### src/rtl/scp_pkg.sv
// Package for the system clock and power mode controller.
// Assumes a single 125 MHz clock domain with an Avalon-MM register slave.
package scp_pkg;

  // Register byte offsets on the Avalon-MM slave
  localparam logic [3:0] SCP_ADDR_SYSTEM_MODE_CONTROL = 4'h0;
  localparam logic [3:0] SCP_ADDR_CTRL = 4'h4;

  // Reset values of the writable fields
  localparam logic [2:0] SCP_CKS_RST = 3'h0;
  localparam logic SCP_IDLE_ON_HALT_ENABLE_RST = 1'b1;
  localparam logic SCP_HIGH_CLOCK_SELECT_BIT_RST = 1'b1;
  localparam logic [1:0] SCP_RCSEL_RST = 2'h0;

  // Divider select codes
  localparam logic [2:0] SCP_CKS_SUB1 = 3'h1;
  localparam logic [2:0] SCP_CKS_D64 = 3'h2;
  localparam logic [2:0] SCP_CKS_D32 = 3'h3;
  localparam logic [2:0] SCP_CKS_D16 = 3'h4;
  localparam logic [2:0] SCP_CKS_D8 = 3'h5;
  localparam logic [2:0] SCP_CKS_D4 = 3'h6;
  localparam logic [2:0] SCP_CKS_D2 = 3'h7;

  // Bit positions in the read words
  localparam int SCP_SYSTEM_MODE_CONTROL_RSV_BIT = 4;
  localparam int SCP_CTRL_RSV_BIT = 6;

  // Oscillator input lanes
  localparam int SCP_OSC_INTERNAL_HIGH_SPEED_RC = 0;
  localparam int SCP_OSC_SUB = 1;

  // Settling counts in oscillator cycles
  localparam logic [4:0] SCP_HTO_CYCLES = 5'h0f;
  localparam logic [10:0] SCP_LTO_LXT_CYCLES = 11'h400;
  localparam logic [10:0] SCP_LTO_INTERNAL_LOW_SPEED_RC_CYCLES = 11'h001;

  typedef enum logic [3:0] {
    SCP_RUN   = 4'h1,
    SCP_SLEEP = 4'h2,
    SCP_OSCILLATOR_OFF_IDLE_MODE = 4'h4,
    SCP_OSCILLATOR_ON_IDLE_MODE = 4'h8
  } scp_state_t;

  typedef struct packed {
    logic [2:0] divider_select_field;
    logic idle_on_halt_enable;
    logic high_clock_select_bit;
  } scp_system_mode_control_t;

  typedef struct packed {
    logic system_clock_in_idle_enable;
    logic [1:0] rc_frequency_select_field;
    logic crystal_drive_mode_bit;
    logic voltage_reset_flag;
    logic spare_bit;
    logic watchdog_register_reset_flag;
  } scp_ctrl_t;

endpackage

### src/rtl/scp_ctrl.sv
// System clock selection, oscillator enables and halt power modes.
// Assumes oscillator levels arrive unsynchronised on pins, halt and wake
// pulses come from logic on clk_i, and the sub clock source strap is static.
//
// Added by the designer: the Avalon-MM slave port and the register addresses.
`timescale 1ns/1ps

// Notes on behaviour
// - Divider field picks sub or divided clock
// - High-clock bit picks undivided high clock
// - Leaving high clock for sub stops it
// - Low-speed ready after oscillator settles
// - High-speed ready after 15 edges, low off
// - Unimplemented bits always read zero
// - Halt with idle off enters sleep
// - Halt, idle, clock-in-idle enters oscillator_on_idle_mode
// - Halt, idle, no clock enters oscillator_off_idle_mode
// - Power modes keep all register state
// - Sleep clears and stops the watchdog
// - Oscillator_off_idle_mode clears watchdog, keeps it counting
// - Halt sets power-down, clears timeout flag
// - RC frequency field selects 8/12/16 MHz
// - Control bit 3 sets crystal drive
// - Control bit 1 is plain storage
// - Sub selected stops high clock and taps
// - Oscillator_on_idle_mode keeps clocks, watchdog cleared, counting
module scp_ctrl
  import scp_pkg::*;
(
  input wire logic clk_i,
  input wire logic resetn_i,
  input wire logic [3:0] avs_address_i,
  input wire logic avs_read_i,
  input wire logic avs_write_i,
  input wire logic [31:0] avs_writedata_i,
  input wire logic [3:0] avs_byteenable_i,
  output logic [31:0] avs_readdata_o,
  output logic avs_waitrequest_o,
  input wire logic internal_high_speed_rc_osc_i,
  input wire logic sub_osc_i,
  input wire logic sub_is_lxt_i,
  input wire logic halt_i,
  input wire logic wake_i,
  input wire logic wdt_timeout_i,
  input wire logic wdt_clear_instr_i,
  input wire logic voltage_reset_event_i,
  input wire logic watchdog_register_reset_event_i,
  output logic sys_clk_o,
  output logic internal_high_speed_rc_en_o,
  output logic sub_en_o,
  output logic [1:0] rc_freq_sel_o,
  output logic crystal_low_power_o,
  output logic cpu_run_o,
  output logic wdt_clear_o,
  output logic wdt_run_o,
  output logic power_down_status_flag_o,
  output logic watchdog_timeout_status_flag_o
);

  scp_system_mode_control_t system_mode_control_ff;
  scp_ctrl_t ctrl_ff;
  scp_state_t state_ff;
  scp_state_t nxt_state;
  logic [1:0] s1_ff, s2_ff, s3_ff, osc_lvl_ff, osc_prev_ff;
  logic internal_high_speed_rc_rise, sub_rise;
  logic [5:0] div_ff;
  logic [4:0] hto_cnt_ff;
  logic [10:0] lto_cnt_ff;
  logic [10:0] lto_target;
  logic hto_ff, lto_ff;
  logic lxt_sel_ff, strap_done_ff;
  logic [3:0] want_key, act_key_ff;
  logic want_lvl, act_lvl, want_sub, act_sub;
  logic sys_clk_ff, internal_high_speed_rc_en_ff, sub_en_ff;
  logic cpu_run_ff, wdt_clear_ff, wdt_run_ff, pdf_ff, to_ff;
  logic waitreq_ff;
  logic [31:0] rdata_ff;
  logic req, bus_wr, halt_take;
  logic [7:0] system_mode_control_rd, ctrl_rd;

  // Source level for a selection key {high-clock bit, divider field}
  function automatic logic scp_src(input logic [3:0] key, input logic fh,
                                   input logic fsub, input logic [5:0] div);
    logic lvl;
    lvl = fsub;
    if (key[3]) begin
      lvl = fh;
    end else begin
      case (key[2:0])
        SCP_CKS_D64: lvl = div[5];
        SCP_CKS_D32: lvl = div[4];
        SCP_CKS_D16: lvl = div[3];
        SCP_CKS_D8: lvl = div[2];
        SCP_CKS_D4: lvl = div[1];
        SCP_CKS_D2: lvl = div[0];
        default: lvl = fsub;
      endcase
    end
    return lvl;
  endfunction

  // Oscillator pins: three stages, level taken once stages two and three agree
  always_ff @(posedge clk_i or negedge resetn_i) begin
    if (!resetn_i) begin
      s1_ff <= 2'h0;
      s2_ff <= 2'h0;
      s3_ff <= 2'h0;
      osc_lvl_ff <= 2'h0;
      osc_prev_ff <= 2'h0;
    end else begin
      s1_ff <= {sub_osc_i, internal_high_speed_rc_osc_i};
      s2_ff <= s1_ff;
      s3_ff <= s2_ff;
      osc_lvl_ff <= (s2_ff & s3_ff) | (osc_lvl_ff & (s2_ff | s3_ff));
      osc_prev_ff <= osc_lvl_ff;
    end
  end

  assign internal_high_speed_rc_rise = osc_lvl_ff[SCP_OSC_INTERNAL_HIGH_SPEED_RC] & ~osc_prev_ff[SCP_OSC_INTERNAL_HIGH_SPEED_RC];
  assign sub_rise = osc_lvl_ff[SCP_OSC_SUB] & ~osc_prev_ff[SCP_OSC_SUB];

  // Sub clock source strap caught once after reset release
  always_ff @(posedge clk_i or negedge resetn_i) begin
    if (!resetn_i) begin
      lxt_sel_ff <= 1'b0;
      strap_done_ff <= 1'b0;
    end else if (!strap_done_ff) begin
      lxt_sel_ff <= sub_is_lxt_i;
      strap_done_ff <= 1'b1;
    end
  end

  // High clock divider taps; frozen at zero while the oscillator is off
  always_ff @(posedge clk_i or negedge resetn_i) begin
    if (!resetn_i) begin
      div_ff <= 6'h00;
    end else if (!internal_high_speed_rc_en_ff) begin
      div_ff <= 6'h00;
    end else if (internal_high_speed_rc_rise) begin
      div_ff <= div_ff + 6'h01;
    end
  end

  assign want_key = {system_mode_control_ff.high_clock_select_bit, system_mode_control_ff.divider_select_field};
  assign want_lvl = scp_src(want_key, osc_lvl_ff[SCP_OSC_INTERNAL_HIGH_SPEED_RC], osc_lvl_ff[SCP_OSC_SUB],
                            div_ff);
  assign act_lvl = scp_src(act_key_ff, osc_lvl_ff[SCP_OSC_INTERNAL_HIGH_SPEED_RC], osc_lvl_ff[SCP_OSC_SUB],
                           div_ff);
  assign want_sub = !want_key[3] && (want_key[2:0] <= SCP_CKS_SUB1);
  assign act_sub = !act_key_ff[3] && (act_key_ff[2:0] <= SCP_CKS_SUB1);

  // Selection changes only while output and new source are both low
  always_ff @(posedge clk_i or negedge resetn_i) begin
    if (!resetn_i) begin
      act_key_ff <= {SCP_HIGH_CLOCK_SELECT_BIT_RST, SCP_CKS_RST};
    end else if (want_key != act_key_ff && !sys_clk_ff && !want_lvl) begin
      act_key_ff <= want_key;
    end
  end

  // Clock output follows the active source; when stopped it falls with it
  always_ff @(posedge clk_i or negedge resetn_i) begin
    if (!resetn_i) begin
      sys_clk_ff <= 1'b0;
    end else if (want_key != act_key_ff || state_ff == SCP_SLEEP
                 || state_ff == SCP_OSCILLATOR_OFF_IDLE_MODE) begin
      sys_clk_ff <= sys_clk_ff & act_lvl;
    end else begin
      sys_clk_ff <= act_lvl;
    end
  end

  // Oscillator enables
  always_ff @(posedge clk_i or negedge resetn_i) begin
    if (!resetn_i) begin
      internal_high_speed_rc_en_ff <= 1'b1;
      sub_en_ff <= 1'b1;
    end else begin
      internal_high_speed_rc_en_ff <= !(nxt_state == SCP_SLEEP || nxt_state == SCP_OSCILLATOR_OFF_IDLE_MODE)
                    && !(want_sub && act_sub);
      sub_en_ff <= nxt_state != SCP_SLEEP;
    end
  end

  // High-speed ready: counts oscillator edges after each start
  always_ff @(posedge clk_i or negedge resetn_i) begin
    if (!resetn_i) begin
      hto_cnt_ff <= 5'h00;
      hto_ff <= 1'b0;
    end else if (!internal_high_speed_rc_en_ff) begin
      hto_cnt_ff <= 5'h00;
      hto_ff <= 1'b0;
    end else begin
      if (internal_high_speed_rc_rise && hto_cnt_ff < SCP_HTO_CYCLES) begin
        hto_cnt_ff <= hto_cnt_ff + 5'h01;
      end
      hto_ff <= hto_cnt_ff == SCP_HTO_CYCLES;
    end
  end

  assign lto_target = lxt_sel_ff ? SCP_LTO_LXT_CYCLES : SCP_LTO_INTERNAL_LOW_SPEED_RC_CYCLES;

  // Low-speed ready: held low in sleep, rises after the settling count
  always_ff @(posedge clk_i or negedge resetn_i) begin
    if (!resetn_i) begin
      lto_cnt_ff <= 11'h000;
      lto_ff <= 1'b0;
    end else if (!sub_en_ff || !strap_done_ff) begin
      lto_cnt_ff <= 11'h000;
      lto_ff <= 1'b0;
    end else begin
      if (sub_rise && lto_cnt_ff < lto_target) begin
        lto_cnt_ff <= lto_cnt_ff + 11'h001;
      end
      lto_ff <= lto_cnt_ff >= lto_target;
    end
  end

  // Power mode sequencing
  assign halt_take = halt_i && state_ff == SCP_RUN;

  always_comb begin
    nxt_state = state_ff;
    case (state_ff)
      SCP_RUN: begin
        if (halt_i) begin
          if (!system_mode_control_ff.idle_on_halt_enable) begin
            nxt_state = SCP_SLEEP;
          end else if (ctrl_ff.system_clock_in_idle_enable) begin
            nxt_state = SCP_OSCILLATOR_ON_IDLE_MODE;
          end else begin
            nxt_state = SCP_OSCILLATOR_OFF_IDLE_MODE;
          end
        end
      end
      SCP_SLEEP, SCP_OSCILLATOR_OFF_IDLE_MODE, SCP_OSCILLATOR_ON_IDLE_MODE: begin
        if (wake_i) begin
          nxt_state = SCP_RUN;
        end
      end
      default: nxt_state = SCP_RUN;
    endcase
  end

  always_ff @(posedge clk_i or negedge resetn_i) begin
    if (!resetn_i) begin
      state_ff <= SCP_RUN;
      cpu_run_ff <= 1'b1;
      wdt_run_ff <= 1'b1;
      wdt_clear_ff <= 1'b0;
    end else begin
      state_ff <= nxt_state;
      cpu_run_ff <= nxt_state == SCP_RUN;
      wdt_run_ff <= nxt_state != SCP_SLEEP;
      wdt_clear_ff <= halt_take;
    end
  end

  // Status flags: the hardware set wins over a clear in the same cycle
  always_ff @(posedge clk_i or negedge resetn_i) begin
    if (!resetn_i) begin
      pdf_ff <= 1'b0;
      to_ff <= 1'b0;
    end else begin
      pdf_ff <= halt_take || (pdf_ff && !wdt_clear_instr_i);
      to_ff <= wdt_timeout_i || (to_ff && !halt_take && !wdt_clear_instr_i);
    end
  end

  // Avalon-MM slave: one wait cycle, then the access completes
  assign req = avs_read_i || avs_write_i;
  assign bus_wr = avs_write_i && !waitreq_ff && avs_byteenable_i[0];
  assign system_mode_control_rd = {system_mode_control_ff.divider_select_field, 1'b0, lto_ff, hto_ff,
                    system_mode_control_ff.idle_on_halt_enable, system_mode_control_ff.high_clock_select_bit};
  assign ctrl_rd = {ctrl_ff.system_clock_in_idle_enable, 1'b0,
                    ctrl_ff.rc_frequency_select_field, ctrl_ff.crystal_drive_mode_bit,
                    ctrl_ff.voltage_reset_flag, ctrl_ff.spare_bit,
                    ctrl_ff.watchdog_register_reset_flag};

  always_ff @(posedge clk_i or negedge resetn_i) begin
    if (!resetn_i) begin
      waitreq_ff <= 1'b1;
      rdata_ff <= 32'h0000_0000;
    end else begin
      waitreq_ff <= !(req && waitreq_ff);
      if (avs_read_i && waitreq_ff) begin
        case (avs_address_i)
          SCP_ADDR_SYSTEM_MODE_CONTROL: rdata_ff <= {24'h00_0000, system_mode_control_rd};
          SCP_ADDR_CTRL: rdata_ff <= {24'h00_0000, ctrl_rd};
          default: rdata_ff <= 32'h0000_0000;
        endcase
      end
    end
  end

  // Registers change only by bus writes or flag events, never by mode entry
  always_ff @(posedge clk_i or negedge resetn_i) begin
    if (!resetn_i) begin
      system_mode_control_ff <= '{SCP_CKS_RST, SCP_IDLE_ON_HALT_ENABLE_RST, SCP_HIGH_CLOCK_SELECT_BIT_RST};
    end else if (bus_wr && avs_address_i == SCP_ADDR_SYSTEM_MODE_CONTROL) begin
      system_mode_control_ff.divider_select_field <= avs_writedata_i[7:5];
      system_mode_control_ff.idle_on_halt_enable <= avs_writedata_i[1];
      system_mode_control_ff.high_clock_select_bit <= avs_writedata_i[0];
    end
  end

  always_ff @(posedge clk_i or negedge resetn_i) begin
    if (!resetn_i) begin
      ctrl_ff <= '{1'b0, SCP_RCSEL_RST, 1'b0, 1'b0, 1'b0, 1'b0};
    end else begin
      if (bus_wr && avs_address_i == SCP_ADDR_CTRL) begin
        ctrl_ff.system_clock_in_idle_enable <= avs_writedata_i[7];
        ctrl_ff.rc_frequency_select_field <= avs_writedata_i[5:4];
        ctrl_ff.crystal_drive_mode_bit <= avs_writedata_i[3];
        ctrl_ff.spare_bit <= avs_writedata_i[1];
        ctrl_ff.voltage_reset_flag <= avs_writedata_i[2] | voltage_reset_event_i;
        ctrl_ff.watchdog_register_reset_flag <= avs_writedata_i[0]
                                                | watchdog_register_reset_event_i;
      end else begin
        ctrl_ff.voltage_reset_flag <= ctrl_ff.voltage_reset_flag | voltage_reset_event_i;
        ctrl_ff.watchdog_register_reset_flag <= ctrl_ff.watchdog_register_reset_flag
                                                | watchdog_register_reset_event_i;
      end
    end
  end

  // RC code 11 is the same 8 MHz setting as 00
  always_ff @(posedge clk_i or negedge resetn_i) begin
    if (!resetn_i) begin
      rc_freq_sel_o <= SCP_RCSEL_RST;
    end else if (ctrl_ff.rc_frequency_select_field == 2'h3) begin
      rc_freq_sel_o <= 2'h0;
    end else begin
      rc_freq_sel_o <= ctrl_ff.rc_frequency_select_field;
    end
  end

  always_ff @(posedge clk_i or negedge resetn_i) begin
    if (!resetn_i) begin
      crystal_low_power_o <= 1'b0;
    end else begin
      crystal_low_power_o <= ctrl_ff.crystal_drive_mode_bit;
    end
  end

  assign avs_readdata_o = rdata_ff;
  assign avs_waitrequest_o = waitreq_ff;
  assign sys_clk_o = sys_clk_ff;
  assign internal_high_speed_rc_en_o = internal_high_speed_rc_en_ff;
  assign sub_en_o = sub_en_ff;
  assign cpu_run_o = cpu_run_ff;
  assign wdt_clear_o = wdt_clear_ff;
  assign wdt_run_o = wdt_run_ff;
  assign power_down_status_flag_o = pdf_ff;
  assign watchdog_timeout_status_flag_o = to_ff;
endmodule // scp_ctrl

### config.mk
export PLATFORM = sky130hd
export DESIGN_NAME = scp_ctrl
export DESIGN_NICKNAME = d
export VERILOG_FILES = /design/src/rtl/scp_pkg.sv /design/src/rtl/scp_ctrl.sv
export SDC_FILE = /design/constraint.sdc
export NUM_CORES = 1
export LEC_CHECK = 0
export ABC_CLOCK_PERIOD_IN_PS = 2400
export BUFFER_PORTS_ARGS = -buffer_cell sky130_fd_sc_hd__buf_4
export CORE_ASPECT_RATIO = 1.25
export CORE_UTILIZATION = 52
export DETAILED_ROUTE_END_ITERATION = 8
export GPL_ROUTABILITY_DRIVEN = 0
export GPL_TIMING_DRIVEN = 0
export PLACE_DENSITY = 0.75
export REMOVE_ABC_BUFFERS = 1
export SLEW_MARGIN = 15
export SYNTH_ARGS = -nofsm -noshare
export SYNTH_HDL_FRONTEND = slang
export SYNTH_SLANG_ARGS = --single-unit
### constraint.sdc
create_clock -name clk_i -period 2.4 [get_ports clk_i]
set_input_delay 0.48 -clock clk_i [delete_from_list [all_inputs] [get_ports clk_i]]
set_output_delay 0.48 -clock clk_i [all_outputs]
set_load 0.03 [all_outputs]
==> impl_metrics.toml, run 1 <==
[finish]
layoutNonFillerInstCount = 447
drive_gt1_frac = 0.2472
final_common_cell = "dfrtp_1"
fin_nets = 414
final_cell_mix = "67 x dfrtp_1, 45 x buf_4, 26 x nand2_1"
antennaDiodeCount = 0
synthToLayoutAreaGrowth_pct = 14.98

[power]
p_leak_nw = 1.898
switchingPower_mw = 1.096
fin_total_pwr_mw = 3.545
power_frac_comb = 0.224
seqPwrFrac = 0.469
powerDensity_nw_per_um2 = 878.8
peakVddDrop_v = 0.0004465
p_int_mw = 2.449
clock_power_share = 0.307
swShare = 0.3092

[worst_setup_path]
cp.arrival_ns = 2.19
path_cells = "inv_1, ha_1, or3b_4, nor3b_2, nand3_2, or3_1, a21oi_1"
end_kind = "flop"
critPathSlowestCell = "or3b_4"
path_max_fanout = 7
cp-start-kind = "flop"
cp_slowest_stage_delay_ns = 0.42
worstPathRequired_ns = 2.67
critPathKind = "reg -> reg"

[sta]
hold_viol_final = 0
timing.hold.ws_ns = 0.2400
min_period_over_period = 0.8022
worst_pin_slew_ns = 0.8939
fmax_mhz = 519.4
grt_setup_unrepaired = "no"
fin_setup_tns_ns = 0
clock_skew_ns = 0.01065
slew_headroom = 0.4041
finalCriticalPeriod_ns = 1.925
maxSlewViolCount = 0
setup_viol_count_final = 0

[logic_synthesis]
syn-instance-count = 312
ys_ff_latch = 75
synth_cell_types = 51
ys_seq_area_frac = 0.5378
dominantRegCellSynth = "dfrtp_1"
synth-async-reset-ratio = 1.000
yosys_warnings = 0
synth.cell_area_um2 = 3508
synth_edf_count = 0
syn_avg_cell_area_um2 = 11.24

[grt]
grt_start_max_net_pins = 76
antenna_found_initial = 0
grt_pass1_wl_um = 9956
grt_remaining_overflow = 0
track_usage = 0.1874
grt_pass1_vias = 2181

[routing]
drt_iter0_drc = 124
via_count = 2333
ant_nets = 0
wl_um = 6033
vias_per_cell = 5.219
wire_per_inst_um = 13.50
dr.pass1.iters = 4
drc = 0

[cts]
cts.repair.resized = 0
clockBufferDepth = 2
cts_tree = "built"
post_cts_buffers = 0
root_buffer = "clkbuf_8"
path_clk_slew_ns = 0.08
clk_latency_ns = 0.34
hold_buffers = 0
cts_buffers = 9
h-tree-depth = 3
cts_sinks = 75

[floorplanning]
ioPinCount = 97
die_w_um = 75.47
dieArea_um2 = 7081
core_area_um2 = 6524
dieHeight_um = 93.84
start_util = 0.5378
fp-row-count = 33

[hold_path]
worst_hold_path_type = "in -> reg"

[placement]
dp_hpwl_um = 4234
io_buffers = 45
dpl.cell_count = 431

[flow_run]
maxCapViolations = 0

[status]
outcome = "finished clean"
-- metal layers --
layer  vias to the layer above  track usage  wire, um
met1                      1153       0.2375      2645
met5                         -            0         0
met4                         0      0.07870       127
li1                       1120            -         -
met2                        50       0.2984      3015
met3                        10      0.05150       244
-- cells in the mapped netlist, drive strengths merged, types with 3 or more instances --
cell    instances  area share
nand4           4      0.0071
mux2i           6       0.017
nor2b           9       0.016
xor2           11       0.027
dfrtp          67        0.48
mux2           14       0.045
xnor2           6       0.015
dfstp           8       0.060
nor4            3      0.0096
clkbuf          6      0.0064
nand3           6       0.010
and2            8       0.014
and3            5      0.0089
a21oi           9       0.013
a211oi          3      0.0064
or3             3      0.0054
buf            30       0.061
a22oi           7       0.015
nor2           17       0.018
nand2          26       0.028
ha              6       0.021
o21a            3      0.0064
o21ai          17       0.024
inv             8      0.0086
-- layout make-up --
| type | count | area [um^2] |
|---|---|---|
| clock buffers | 12 | 155.1 |
| clock inverters | 4 | 72.57 |
| fillers | 547 | 2490 |
| inverters | 8 | 30.03 |
| multi-input cells | 216 | 1443 |
| flip-flops and latches | 75 | 1887 |
| well taps | 87 | 108.9 |
| repair buffers | 45 | 337.8 |
-- worst paths after layout --
path                                         startpoint                            end  slack (ns)  depth (start not counted)
max                              lxt_sel_ff$_DFFE_PN0N_      lto_cnt_ff[5]$_DFFE_PN0P_        0.47                          7
max reg2reg                      lxt_sel_ff$_DFFE_PN0N_      lto_cnt_ff[5]$_DFFE_PN0P_        0.47                          7
max in group asynchronous                      resetn_i             s1_ff[1]$_DFF_PN0_        1.56                          1
min in group asynchronous                      resetn_i  avs_readdata_o[2]$_DFFE_PN0P_        0.25                          1
min                        internal_high_speed_rc_osc_i             s1_ff[0]$_DFF_PN0_        0.24                          1
min reg2reg                          s1_ff[1]$_DFF_PN0_             s2_ff[1]$_DFF_PN0_        0.36                          0
-- critical path: cells and delay by family, from the launching register on --
| family | cells | cell delay [ns] |
|---|---|---|
| DFF | 1 | 0.35 |
| buffers and inverters | 1 | 0.07 |
| and+or+nand+nor | 4 | 1.10 |
| adders and majority gates | 1 | 0.19 |
| AOI/OAI and AO/OA | 1 | 0.14 |
-- power by group through the flow --
stage	clock [mW]	sequential, mW	combinational [mW]
global route	1.16	1.69	0.869
finish	1.09	1.66	0.795
detailed placement	0	1.68	0.798
CTS	1.11	1.66	0.801
floorplan	0	1.76	0.438
global placement	0	1.67	0.785
-- logic make-up (layout without fill, tap and decap cells) --
| logic type | Yosys count | count (layout) | synth area share |
|---|---|---|---|
| simple gates | 94 | 94 | 0.1548 |
| xor+xnor | 17 | 17 | 0.04244 |
| other cells | 2 | 25 | 0.002141 |
| buf+inv | 44 | 69 | 0.07561 |
| mux | 21 | 21 | 0.06847 |
| fa+ha+maj | 8 | 8 | 0.02710 |
| compound gates | 51 | 51 | 0.09166 |
| flops | 75 | 75 | 0.5378 |
-- flip-flops by register name (all words and copies together), names as in the netlist, 4 cells and up --
register	count
avs_readdata_o	8
lto_cnt_ff	11
hto_cnt_ff	5
act_key_ff	4
system_mode_control_ff	5
ctrl_ff	7
div_ff	6
state_ff	4
-- stage by stage --
stage                     utilization  setup slack, ns  area [um^2]
after detailed placement       0.5834           0.1778         3806
after CTS                      0.6183           0.4550         4034
after global placement         0.5834           0.1836         3806
final                          0.6183           0.4748         4034
after global routing           0.6183           0.3084         4034
after floorplan                     -           0.6037         3359
(Power assumes the default switching activity.)
==> inputs of run 2 (changes only) <==
--- a/config.mk
+++ b/config.mk
@@ -5,14 +5,14 @@
 export SDC_FILE = /design/constraint.sdc
 export NUM_CORES = 1
 export LEC_CHECK = 0
-export ABC_CLOCK_PERIOD_IN_PS = 2400
+export ABC_CLOCK_PERIOD_IN_PS = 1550
 export BUFFER_PORTS_ARGS = -buffer_cell sky130_fd_sc_hd__buf_4
 export CORE_ASPECT_RATIO = 1.25
-export CORE_UTILIZATION = 52
+export CORE_UTILIZATION = 47
 export DETAILED_ROUTE_END_ITERATION = 8
 export GPL_ROUTABILITY_DRIVEN = 0
 export GPL_TIMING_DRIVEN = 0
-export PLACE_DENSITY = 0.75
+export PLACE_DENSITY = 0.72
 export REMOVE_ABC_BUFFERS = 1
 export SLEW_MARGIN = 15
 export SYNTH_ARGS = -nofsm -noshare
==> constraint.sdc (replaced) <==
create_clock -name clk_i -period 1.55 [get_ports clk_i]
set_input_delay 0.31 -clock clk_i [delete_from_list [all_inputs] [get_ports clk_i]]
set_output_delay 0.31 -clock clk_i [all_outputs]
set_load 0.03 [all_outputs]
==> impl_metrics.toml, run 2 (synthesized netlist as in run 1, its figures left out) <==
[grt]
grt_remaining_overflow = 0
grt_pass1_wl_um = 10840
grt_pass1_vias = 2358
antenna_found_initial = 0
grt_start_max_net_pins = 76
track_usage = 0.1830

[cts]
root_buffer = "clkbuf_8"
cts_buffers = 9
h-tree-depth = 3
clk_latency_ns = 0.36
cts_sinks = 75
path_clk_slew_ns = 0.08
hold_buffers = 0
clockBufferDepth = 2
cts_tree = "built"

[sta]
slew_headroom = 0.3820
maxSlewViolCount = 0
finalCriticalPeriod_ns = 1.825
setup_viol_count_final = 14
worst_pin_slew_ns = 0.9270
fin_ws_ns = -0.2750
clock_skew_ns = 0.01193
grt_setup_unrepaired = "yes"
min_period_over_period = 1.177
timing.hold.ws_ns = 0.06128
hold_viol_final = 0
fmax_mhz = 547.9

[finish]
final_common_cell = "dfrtp_1"
synthToLayoutAreaGrowth_pct = 21.51
top_register = "lto_cnt_ff"
largest_reg_flops = 11
antennaDiodeCount = 0
fin_nets = 433
final_cell_mix = "63 x dfrtp_1, 62 x buf_4, 26 x nand2_1"
drive_gt1_frac = 0.3377
layoutNonFillerInstCount = 469
fin_util = 0.6000

[floorplanning]
dieHeight_um = 98.60
dieArea_um2 = 7816
core_area_um2 = 7104
ioPinCount = 97
fp-row-count = 34
die_w_um = 79.28
start_util = 0.4938

[routing]
dr.pass1.iters = 4
drc = 0
via_count = 2412
drt_iter0_drc = 109
ant_nets = 0
vias_per_cell = 5.143
wire_per_inst_um = 13.87
wl_um = 6504

[worst_setup_path]
critPathSlowestCell = "dfrtp_1"
critPathKind = "reg -> reg"
crit_start = "lto_cnt_ff[10]$_DFFE_PN0P_"
worstPathRequired_ns = 1.83
path_cells = "ha_4, or3b_4, nor3b_2, nand3_2, or3_1, a21oi_1"
cp.arrival_ns = 2.10
r2r_start = "lto_cnt_ff[10]$_DFFE_PN0P_"
cp_slowest_stage_delay_ns = 0.42
path_max_fanout = 6
reg2reg_slack_ns = -0.28
end_kind = "flop"
cp-start-kind = "flop"

[placement]
io_buffers = 45
dpl.cell_count = 434
dp_hpwl_um = 4216

[power]
fin_total_pwr_mw = 5.706
powerDensity_nw_per_um2 = 1339
peakVddDrop_v = 0.0005493
p_leak_nw = 2.003

[flow_run]
maxCapViolations = 0

[hold_path]
worst_hold_path_type = "in -> reg"
hp-start = "internal_high_speed_rc_osc_i"

[status]
violations = "negative setup slack"
outcome = "finished with violations"
-- run 2: area by class of cell --
cell class / instances / area, um^2
well taps: 90 / 112.6
clock buffers: 12 / 145.1
repair buffers: 64 / 488.0
fillers: 599 / 2841
flip-flops and latches: 75 / 1892
inverters: 8 / 30.03
clock inverters: 4 / 73.82
multi-input cells: 216 / 1521
-- run 2: per-stage QoR --
stage | setup WS, ns | TNS, ns | instance area (um^2)
after floorplan | -0.2463 | -1.688 | 3359
after global placement | -0.4912 | -8.126 | 3810
after detailed placement | -0.4716 | -8.189 | 3810
after CTS | -0.3099 | -2.061 | 4114
after global routing | -0.3713 | -3.573 | 4263
final | -0.2750 | -2.380 | 4263
-- run 2: metal layers --
layer / vias to the layer above / track usage / routed length (um)
met2: 65 / 0.2971 / 3290
met4: 0 / 0.07972 / 145
met3: 16 / 0.06204 / 316
met5: - / 0 / 0
li1: 1158 / - / -
met1: 1173 / 0.2196 / 2751
-- run 2: path summary, 6_finish.rpt --
check / endpoint / cells past startpoint
setup / recovery: lto_cnt_ff[7]$_DFFE_PN0P_ / 6
hold / removal: s1_ff[0]$_DFF_PN0_ / 1
setup reg to reg: lto_cnt_ff[7]$_DFFE_PN0P_ / 6
hold reg to reg: s2_ff[0]$_DFF_PN0_ / 0
max in group asynchronous: act_key_ff[2]$_DFFE_PN0P_ / 1
min in group asynchronous: power_down_status_flag_o$_DFF_PN0_ / 1
-- run 2: report_power, final --
part / internal, mW / switching, mW
clock: 0.952 / 0.697
combinational: 0.693 / 0.806
sequential: 2.28 / 0.283
-- run 2: repair_timing --
item,CTS,global route
buffers inserted,6,13
pin swaps,12,7
resized for setup,16,12
setup endpoints to repair,30,27
-- run 2: worst max-delay path, delay by kind of cell (launching register included) --
kind / cells / cell delay (ns)
compound gates: 1 / 0.12
fa+ha+maj: 1 / 0.17
flops: 1 / 0.42
simple gates: 4 / 1.03
